==> src/pkg/pimsk_pkg.sv <==
// pimsk_pkg: constants and types of the primary interrupt priority and mask stage.
// assumes a 32-bit APB slave port and ten internal request sources on pclk.
// How it works
// - rank requests by 3-bit level, 7 highest, then 2-bit in-level priority, 11 highest.
// - same level, priority code 10 is served before priority code 01.
// - the mask suppresses every source, whatever drives its request line.
// - mask bits sit at 17..8, one per source; other bits reserved.
// - writing one to a mask bit masks that source.
// - writing zero to a mask bit enables that source.
// - a masked source still sets its pending bit.
// - a masked source never reaches the processor core; a source masked while it wins stays on core_lvl/core_src one more clock.
// - reset sets every defined mask bit, so all sources start masked.
// - control byte bits 4..2 hold the level the request is presented at.
// - control byte bits 1..0 hold in-level priority, 00 lowest, 11 highest.
// - pending bits sample the request lines every clock, even when masked.
package pimsk_pkg;
    localparam int          NUM_SRC      = 10;
    localparam int          SRC_IDX_W    = 4;
    localparam int          MAP_LSB      = 8;          // mask and pending field start
    localparam int          LVL_LSB      = 2;
    localparam int          LVL_W        = 3;
    localparam int          PRIO_LSB     = 0;
    localparam int          PRIO_W       = 2;
    localparam int          CTRL_W       = 5;          // stored control byte bits 4..0
    localparam int          CTRL_WORDS   = 3;          // four control bytes per word
    // register byte offsets
    localparam logic [7:0]  OFF_MASK     = 8'h00;
    localparam logic [7:0]  OFF_PEND     = 8'h04;
    localparam logic [7:0]  OFF_CTRL0    = 8'h08;      // ctrl words at 08, 0C, 10
    localparam logic [7:0]  OFF_STAT     = 8'h14;
    localparam logic [7:0]  OFF_IEN      = 8'h18;
    // reset values
    localparam logic [NUM_SRC-1:0] MASK_RST = 10'h3FF;
    localparam logic [CTRL_W-1:0]  CTRL_RST = 5'h00;
    localparam logic [NUM_SRC-1:0] IEN_RST  = 10'h000;
    localparam logic [LVL_W-1:0]   LVL_NONE = 3'h0;    // level 0: nothing presented

    typedef enum {
        PIMSK_R_MASK, PIMSK_R_PEND, PIMSK_R_CTRL, PIMSK_R_STAT, PIMSK_R_IEN, PIMSK_R_NONE
    } pimsk_reg_e;

    typedef struct packed {
        logic [NUM_SRC-1:0]             mask;
        logic [NUM_SRC-1:0]             pend;
        logic [NUM_SRC-1:0][CTRL_W-1:0] ctrl;
        logic [NUM_SRC-1:0]             ien;
        logic [LVL_W-1:0]               lvl;
        logic [SRC_IDX_W-1:0]           src;
        logic [31:0]                    rdata;
        logic                           slverr;
    } pimsk_state_s;
endpackage

==> src/core/pimsk_arbiter.sv <==
// pimsk_arbiter: combinational pick of the highest ranked eligible source.
// assumes eligible already has masked sources removed; ties go to the lower index.
`timescale 1ns/1ps
`default_nettype none
module pimsk_arbiter
    import pimsk_pkg::*;
(
    input  wire logic [NUM_SRC-1:0]             eligible,
    input  wire logic [NUM_SRC-1:0][CTRL_W-1:0] ctrl,
    output logic                                win_valid,
    output logic [LVL_W-1:0]                    win_lvl,
    output logic [SRC_IDX_W-1:0]                win_src
);
    // scan sources, keeping the largest {level, priority}; level 0 never requests
    always_comb begin
        logic [CTRL_W-1:0] best_key;
        best_key  = '0;
        win_valid = 1'b0;
        win_src   = '0;
        for (int i = 0; i < NUM_SRC; i++) begin
            if (eligible[i] && ctrl[i][LVL_LSB +: LVL_W] != LVL_NONE
                && (!win_valid || ctrl[i] > best_key)) begin
                best_key  = ctrl[i];
                win_valid = 1'b1;
                win_src   = SRC_IDX_W'(i);
            end
        end
        win_lvl = best_key[LVL_LSB +: LVL_W];
    end
endmodule
`default_nettype wire

==> src/core/pimsk_sticky.sv <==
// pimsk_sticky: write-one-to-clear event flags; a set in the clear cycle wins.
// assumes set and clear are single-cycle pulses on pclk.
`timescale 1ns/1ps
`default_nettype none
module pimsk_sticky
    import pimsk_pkg::*;
(
    input  wire logic               pclk,
    input  wire logic               presetn,
    input  wire logic [NUM_SRC-1:0] set,
    input  wire logic [NUM_SRC-1:0] clr,
    output logic      [NUM_SRC-1:0] flags
);
    logic [NUM_SRC-1:0] flags_reg;
    logic [NUM_SRC-1:0] flags_next;

    // clear first, then set, so a coincident event is kept
    always_comb begin
        flags_next = (flags_reg & ~clr) | set;
    end

    always_ff @(posedge pclk or negedge presetn) begin
        if (!presetn) begin
            flags_reg <= '0;
        end else begin
            flags_reg <= flags_next;
        end
    end

    assign flags = flags_reg;
endmodule
`default_nettype wire

==> src/core/pimsk_top.sv <==
// pimsk_top: pending capture, mask, priority pick and APB registers.
// assumes request lines come from logic on pclk and the core samples core_lvl/core_src.
// pready is tied high: every transfer is one setup and one access cycle.
// read data is fetched in the setup cycle and stands until the next setup.
//
// Our own choices: the address map and the APB slave port.
`timescale 1ns/1ps
`default_nettype none
module pimsk_top
    import pimsk_pkg::*;
(
    input  wire logic                 pclk,
    input  wire logic                 presetn,
    input  wire logic                 psel,
    input  wire logic                 penable,
    input  wire logic                 pwrite,
    input  wire logic [7:0]           paddr,
    input  wire logic [31:0]          pwdata,
    input  wire logic [3:0]           pstrb,
    output logic      [31:0]          prdata,
    output logic                      pready,
    output logic                      pslverr,
    input  wire logic [NUM_SRC-1:0]   src_req,
    output logic      [LVL_W-1:0]     core_lvl,
    output logic      [SRC_IDX_W-1:0] core_src,
    output logic                      irq
);
    pimsk_state_s       st_reg;
    pimsk_state_s       st_next;
    logic               setup;
    logic               access;
    logic               wr;
    pimsk_reg_e         setup_reg;
    pimsk_reg_e         acc_reg;
    logic [1:0]         ctrl_word;
    logic [NUM_SRC-1:0] eligible;
    logic               win_valid;
    logic [LVL_W-1:0]   win_lvl;
    logic [SRC_IDX_W-1:0] win_src;
    logic [NUM_SRC-1:0] stat_flags;
    logic [NUM_SRC-1:0] stat_clr;

    // map a byte address onto a register, used in setup and access phase
    function automatic pimsk_reg_e decode(input logic [7:0] a);
        if (a[1:0] != 2'h0) begin
            return PIMSK_R_NONE;
        end
        case (a)
            OFF_MASK:                           return PIMSK_R_MASK;
            OFF_PEND:                           return PIMSK_R_PEND;
            OFF_CTRL0, OFF_CTRL0 + 8'h04,
            OFF_CTRL0 + 8'h08:                  return PIMSK_R_CTRL;
            OFF_STAT:                           return PIMSK_R_STAT;
            OFF_IEN:                            return PIMSK_R_IEN;
            default:                            return PIMSK_R_NONE;
        endcase
    endfunction

    // place a source vector at bits 17..8 with zeros elsewhere
    function automatic logic [31:0] place(input logic [NUM_SRC-1:0] v);
        return {{(32-NUM_SRC-MAP_LSB){1'b0}}, v, {MAP_LSB{1'b0}}};
    endfunction

    // apb phase decode
    assign setup     = psel && !penable;
    assign access    = psel && penable;
    assign wr        = access && pwrite;
    assign setup_reg = decode(paddr);
    assign acc_reg   = decode(paddr);
    assign ctrl_word = 2'((paddr - OFF_CTRL0) >> 2);

    // only unmasked pending sources take part in the pick
    assign eligible = st_reg.pend & ~st_reg.mask;

    pimsk_arbiter u_arb (
        .eligible  (eligible),
        .ctrl      (st_reg.ctrl),
        .win_valid (win_valid),
        .win_lvl   (win_lvl),
        .win_src   (win_src)
    );

    // events: a pending bit rising; software writes ones to the status word to clear
    assign stat_clr = (wr && acc_reg == PIMSK_R_STAT) ? pwdata[MAP_LSB +: NUM_SRC] : '0;

    pimsk_sticky u_stat (
        .pclk    (pclk),
        .presetn (presetn),
        .set     (src_req & ~st_reg.pend),
        .clr     (stat_clr),
        .flags   (stat_flags)
    );

    // next state of the whole block
    always_comb begin
        st_next = st_reg;
        // pending copies each request every clock, mask or not
        st_next.pend = src_req;
        // core request registered from the arbiter result
        st_next.lvl  = win_valid ? win_lvl : LVL_NONE;
        st_next.src  = win_valid ? win_src : '0;
        // register writes take effect at the access edge
        if (wr) begin
            case (acc_reg)
                PIMSK_R_MASK: begin
                    // ones mask, zeros enable; reserved bits are not stored
                    st_next.mask = pwdata[MAP_LSB +: NUM_SRC];
                end
                PIMSK_R_CTRL: begin
                    // one byte per source; strobes pick bytes, bytes past the last source drop
                    for (int b = 0; b < 4; b++) begin
                        if (pstrb[b] && (ctrl_word * 4 + b) < NUM_SRC) begin
                            st_next.ctrl[ctrl_word * 4 + b] = pwdata[b*8 +: CTRL_W];
                        end
                    end
                end
                PIMSK_R_IEN: begin
                    // enables only gate event flags onto irq, never the core request
                    st_next.ien = pwdata[MAP_LSB +: NUM_SRC];
                end
                default: begin
                end
            endcase
        end
        // read data and error are prepared in the setup cycle
        if (setup) begin
            st_next.slverr = 1'b0;
            st_next.rdata  = '0;
            // unused bits of every word read as zero
            case (setup_reg)
                PIMSK_R_MASK: st_next.rdata = place(st_reg.mask);
                PIMSK_R_PEND: st_next.rdata = place(st_reg.pend);
                PIMSK_R_STAT: st_next.rdata = place(stat_flags);
                PIMSK_R_IEN:  st_next.rdata = place(st_reg.ien);
                PIMSK_R_CTRL: begin
                    for (int b = 0; b < 4; b++) begin
                        if ((ctrl_word * 4 + b) < NUM_SRC) begin
                            st_next.rdata[b*8 +: CTRL_W] = st_reg.ctrl[ctrl_word * 4 + b];
                        end
                    end
                end
                PIMSK_R_NONE: st_next.slverr = 1'b1;
                default:      st_next.slverr = 1'b1;
            endcase
        end
    end

    // single state register; all sources start masked
    always_ff @(posedge pclk or negedge presetn) begin
        if (!presetn) begin
            st_reg.mask   <= MASK_RST;
            st_reg.pend   <= '0;
            st_reg.ctrl   <= {NUM_SRC{CTRL_RST}};
            st_reg.ien    <= IEN_RST;
            st_reg.lvl    <= LVL_NONE;
            st_reg.src    <= '0;
            st_reg.rdata  <= '0;
            st_reg.slverr <= 1'b0;
        end else begin
            st_reg <= st_next;
        end
    end

    // outputs: zero-wait apb, registered core request, level interrupt
    assign pready   = 1'b1;
    assign prdata   = st_reg.rdata;
    assign pslverr  = access && st_reg.slverr;
    assign core_lvl = st_reg.lvl;
    assign core_src = st_reg.src;
    assign irq      = |(stat_flags & st_reg.ien);

    // helper: does any eligible source beat the arbiter's winner
    logic beaten;
    logic any_req;
    always_comb begin
        beaten  = 1'b0;
        any_req = 1'b0;
        for (int j = 0; j < NUM_SRC; j++) begin
            if (eligible[j] && st_reg.ctrl[j][LVL_LSB +: LVL_W] != LVL_NONE) begin
                any_req = 1'b1;
                if (st_reg.ctrl[j] > st_reg.ctrl[win_src]) begin
                    beaten = 1'b1;
                end
            end
        end
    end

    // per-source checks: masking, event set over clear, clear by a written one
    for (genvar g = 0; g < NUM_SRC; g++) begin : g_src

    end
endmodule
`default_nettype wire

==> config.mk <==
export PLATFORM = sky130hd
export DESIGN_NAME = pimsk_top
export DESIGN_NICKNAME = d
export VERILOG_FILES = /design/src/pkg/pimsk_pkg.sv /design/src/core/pimsk_arbiter.sv /design/src/core/pimsk_sticky.sv /design/src/core/pimsk_top.sv
export SDC_FILE = /design/constraint.sdc
export NUM_CORES = 1
export LEC_CHECK = 0
export ABC_AREA = 1
export BUFFER_PORTS_ARGS = -buffer_cell sky130_fd_sc_hd__clkbuf_2
export CAP_MARGIN = 20
export CELL_PAD_IN_SITES_DETAIL_PLACEMENT = 2
export CELL_PAD_IN_SITES_GLOBAL_PLACEMENT = 2
export CORE_MARGIN = 5
export CORE_UTILIZATION = 29
export DETAILED_ROUTE_END_ITERATION = 16
export MAX_ROUTING_LAYER = met4
export PLACE_DENSITY_LB_ADDON = 0.12
export RECOVER_POWER = 25
export SYNTH_ARGS = -nofsm -noshare
export SYNTH_HDL_FRONTEND = slang
export SYNTH_SLANG_ARGS = --single-unit
==> constraint.sdc <==
create_clock -name pclk -period 10.7 [get_ports pclk]
set_input_delay 1.605 -clock pclk [delete_from_list [all_inputs] [get_ports pclk]]
set_output_delay 1.605 -clock pclk [all_outputs]
set_load 0.01 [all_outputs]
==> results.md <==
Pwr:
- Per report_power, the combinational group accounts for a little under an eighth of the total.
- The peak supply drop is 90.35 uV.
- The cell-internal power is approximately 870 uW.
- For this design the static power due to leakage is roughly 5.1 nW.
- Summed over all nets, the switching power comes to around 350 uW.
- The power share of the sequential group is between 30% and 40%.
- The share of total power dissipated in the clock network is 49.6%.
- For this design the ratio of total power to cell area is ~110 nW/um^2.
- Net switching is approximately 29% of the power.

Placed design:
- Once detailed placement completed, the half-perimeter wirelength came to between 20000 and 25000 um.
- The weighted congestion at the end of routability-driven global placement is approximately 0.85.
- The port buffer count is 81.

Floorplanning:
- The width of the die is 169.0 um.
- The initial utilization of the core area, before any placement, comes to just under 30%.
- The y dimension of the die is between 150 and 200 um.
- The floorplan has 58 rows.
- The full die area is ~29000 sq um.
- The total area inside the core boundary comes to ~25000 sq um.
- The number of I/O pins is 101.

Global route:
- Entering global routing, the biggest net connects 70 pins.
- Across every metal layer, demand over resource in global routing totals a little under a quarter.
- The first global-routing pass estimated approximately 48000 um of wire.
- The total overflow left after global routing is 0.
- The number of global-route vias before repair came to 8137.
- The number of antenna violations at the first check in global routing is 0.

Outcome:
- The flow ran to the end, but the final reports show violations.
- The final reports fail on capacitance limit, slew limit, setup timing.

Synthesis:
- Counting every instance in the synthesized netlist gives about 960.
- The mean area per synthesized cell is 7.679 sq um.
- Synthesis inferred between 100 and 150 register bits.
- In this run the cell area of the synthesized design comes to around 7300 sq um.
- The sequential element share of the synthesized area is about two fifths.
- The predominant post-synthesis flop cell is sky130_fd_sc_hd__dfrtp_1.
- The share of synthesized registers carrying an async set or reset is 100.0%.
- The synthesis warning total is 0.
- The number of enable flip-flop cells after synthesis is 0.
- The distinct cell type count of the synthesized netlist is between 40 and 50.

STA:
- The clock arrives with 9.254 ps of skew.
- The peak clock frequency supported by timing is around 86 MHz.
- After layout, the worst setup slack is -906.5 ps.
- The number of max-slew violations in the final report is 70.
- Setup repair after global routing could not meet its margin everywhere.
- After layout, the worst path uses 108.5% of the clock period.
- The max-slew headroom at the worst pin is -161.8%.
- At the pin with the least slew margin, the transition time is just under 4000 ps.
- The number of failing hold endpoints at the final stage is 0.
- The final number of setup-violating endpoints is 7.
- Adding up every negative setup slack in the final design gives -6119 ps.
- Subtracting the final worst setup slack from the clock period gives between 10000 and 15000 ps.

Worst setup path:
- The category of the worst setup path capture point is a flop.
- The largest single stage delay on the critical path is 370 ps.
- The setup path with the least slack is of type reg2reg.
- The required time at the worst-slack endpoint is ~11000 ps.
- The critical path's top delay family is simple AND/OR/NAND/NOR gates.
- On the critical path, the stage with the largest delay is an instance of sky130_fd_sc_hd__dfrtp_1.
- The number of buffers and inverters on the critical path is 11.
- The element type at the critical path start is a flop.
- The origin of the worst setup path is st_reg[100].
- The start of the worst register-to-register path is st_reg[100].
- Of all nets on the critical path, the largest fanout is 8.
- The data arrival at the endpoint of the critical path is ~12000 ps.

Drt:
- Dividing the detail-routed wire length by the instance count gives 22.67 um.
- In the routed design, unresolved DRC markers number 0.
- After detailed routing, the total wire length is 33660 um.
- The remaining antenna violation count is 0.
- The detailed router placed 7547 vias in this run.
- Using the TritonRoute via totals, the vias-per-cell ratio works out to 5.082.
- The first routing iteration left 435 violations.
- The length of the first detailed-routing pass in iterations is 7.

Min path:
- The kind of path behind the tightest hold check is reg2reg.
- The startpoint of the lowest-slack hold path is prdata[16].

Finish:
- The most common cell after layout, fill and taps aside is sky130_fd_sc_hd__nand2_1.
- The count of inserted antenna diode cells is 0.
- The synthesis-to-finish area growth is 45.54%.
- In the final layout, the share of cells above drive strength 1 is 38.79%.
- For this run, the post-layout net count is between 1000 and 1500.
- The number of filler cells placed in the layout is 2849.
- The register with the most flip-flops in the layout has 81 of them.
- Leaving out fill and tap cells, the most frequent cells in the layout are sky130_fd_sc_hd__nand2_1 (207), sky130_fd_sc_hd__buf_4 (121), sky130_fd_sc_hd__o21ai_0 (111), sky130_fd_sc_hd__dfrtp_1 (111), sky130_fd_sc_hd__inv_1 (104).
- Measured on the finished design, the core utilization comes to a little over two fifths.

CTS:
- For the worst-skew pair, the clock arrives at the later sink with an insertion delay of 420 ps.
- The maximum level of the CTS H-tree is 4.
- The number of hold-repair buffers added at the cts stage is 0.
- The clock drives ~120 sinks.
- After clock tree synthesis, the clock-pin slew on the worst setup and hold paths is about 70 ps.
- TritonCTS built the clock tree.
- The buffer type at the clock tree root is sky130_fd_sc_hd__clkbuf_16.
- In this run the deepest clock path goes through 2 buffers.
- Buffers inserted during clock tree synthesis total 17.

Run:
- The count of maximum capacitance violations is 1.
==> repair_timing <==
item	in CTS	in global routing
pin swaps	64	72
setup buffers	21	17
gates resized for setup	146	118
cloned	2	0
setup endpoints to repair	7	7
==> power groups by stage <==
stage / registers, mW / logic [mW] / clock network (mW)
2_1_floorplan: 0.475 / 0.0565 / 0
3_3_place_gp: 0.476 / 0.103 / 0
3_5_place_dp: 0.477 / 0.105 / 0
4_1_cts: 0.469 / 0.125 / 0.612
5_1_grt: 0.469 / 0.156 / 0.628
6_report: 0.469 / 0.144 / 0.603
==> cell usage after synthesis (all sizes together), types with 15 or more instances <==
cell / instances / share of area (%)
o21ai: 134 / 9.3
nor2: 35 / 2.0
o22ai: 16 / 1.4
nand3: 46 / 3.4
ha: 44 / 7.5
inv: 122 / 6.2
clkbuf: 15 / 0.77
nor3: 17 / 1.2
buf: 43 / 4.4
a21oi: 23 / 1.6
nand2: 277 / 15
dfrtp: 111 / 38
==> kinds of logic after synthesis <==
kind of cell	Yosys count	share of synthesized area, %
flip-flops	121	41.46
AO/OA/AOI/OAI	217	17.01
adder cells (fa/ha/maj)	44	7.507
buffers and inverters	183	11.55
AND/OR/NAND/NOR	388	22.37
other	2	0.1024
==> per-layer routing <==
layer | track usage [%] | wire length [um]
met3 | 2.546 | 1341
met2 | 38.70 | 17000
met4 | 5.845 | 892
met1 | 28.35 | 14430
met5 | - | 0
==> path summary, 6_finish.rpt <==
check                                    to  depth (start not counted)  slack (ps)
worst max-delay path            core_lvl[2]                         93        -910
worst min-delay path             prdata[16]                          1         480
worst max register to register  core_lvl[2]                         93        -910
worst min register to register   prdata[16]                          1         480
max in group asynchronous        st_reg[79]                          2        5850
min in group asynchronous        st_reg[50]                          1        2530
==> worst register-to-register path: cells and delay by family, from the launching register on <==
family,cells,cell delay (ps)
AO/OA/AOI/OAI,20,2500
adder cells (fa/ha/maj),9,2490
buffers and inverters,11,910
flip-flops,1,370
AND/OR/NAND/NOR,53,5250
==> through the flow <==
stage          instances  worst slack (ps)  instance area, sq um  power [mW]  hold WS, ps
2_1_floorplan        963             206.8                  7363      0.5316        450.6
6_report            1485            -906.5                 10670       1.215        484.0
3_5_place_dp        1411             -1516                  8519      0.5818        472.0
4_1_cts             1466            -697.3                  9953       1.205        486.5
5_1_grt             1485             -1566                 10670       1.254        511.9
3_3_place_gp        1411             -1150                  8519      0.5790        467.2
==> area by class of cell <==
type	count	area [sq um]	area share, %
clock buffer	18	429.2	4.021
clock inverter	14	160.2	1.501
inverter	125	489.2	4.584
multi-input combinational	661	4679	43.85
sequential	121	3040	28.49
tap	330	412.9	3.869
timing repair buffer	216	1461	13.69
No activity file was read; power rests on OpenSTA's default activity.
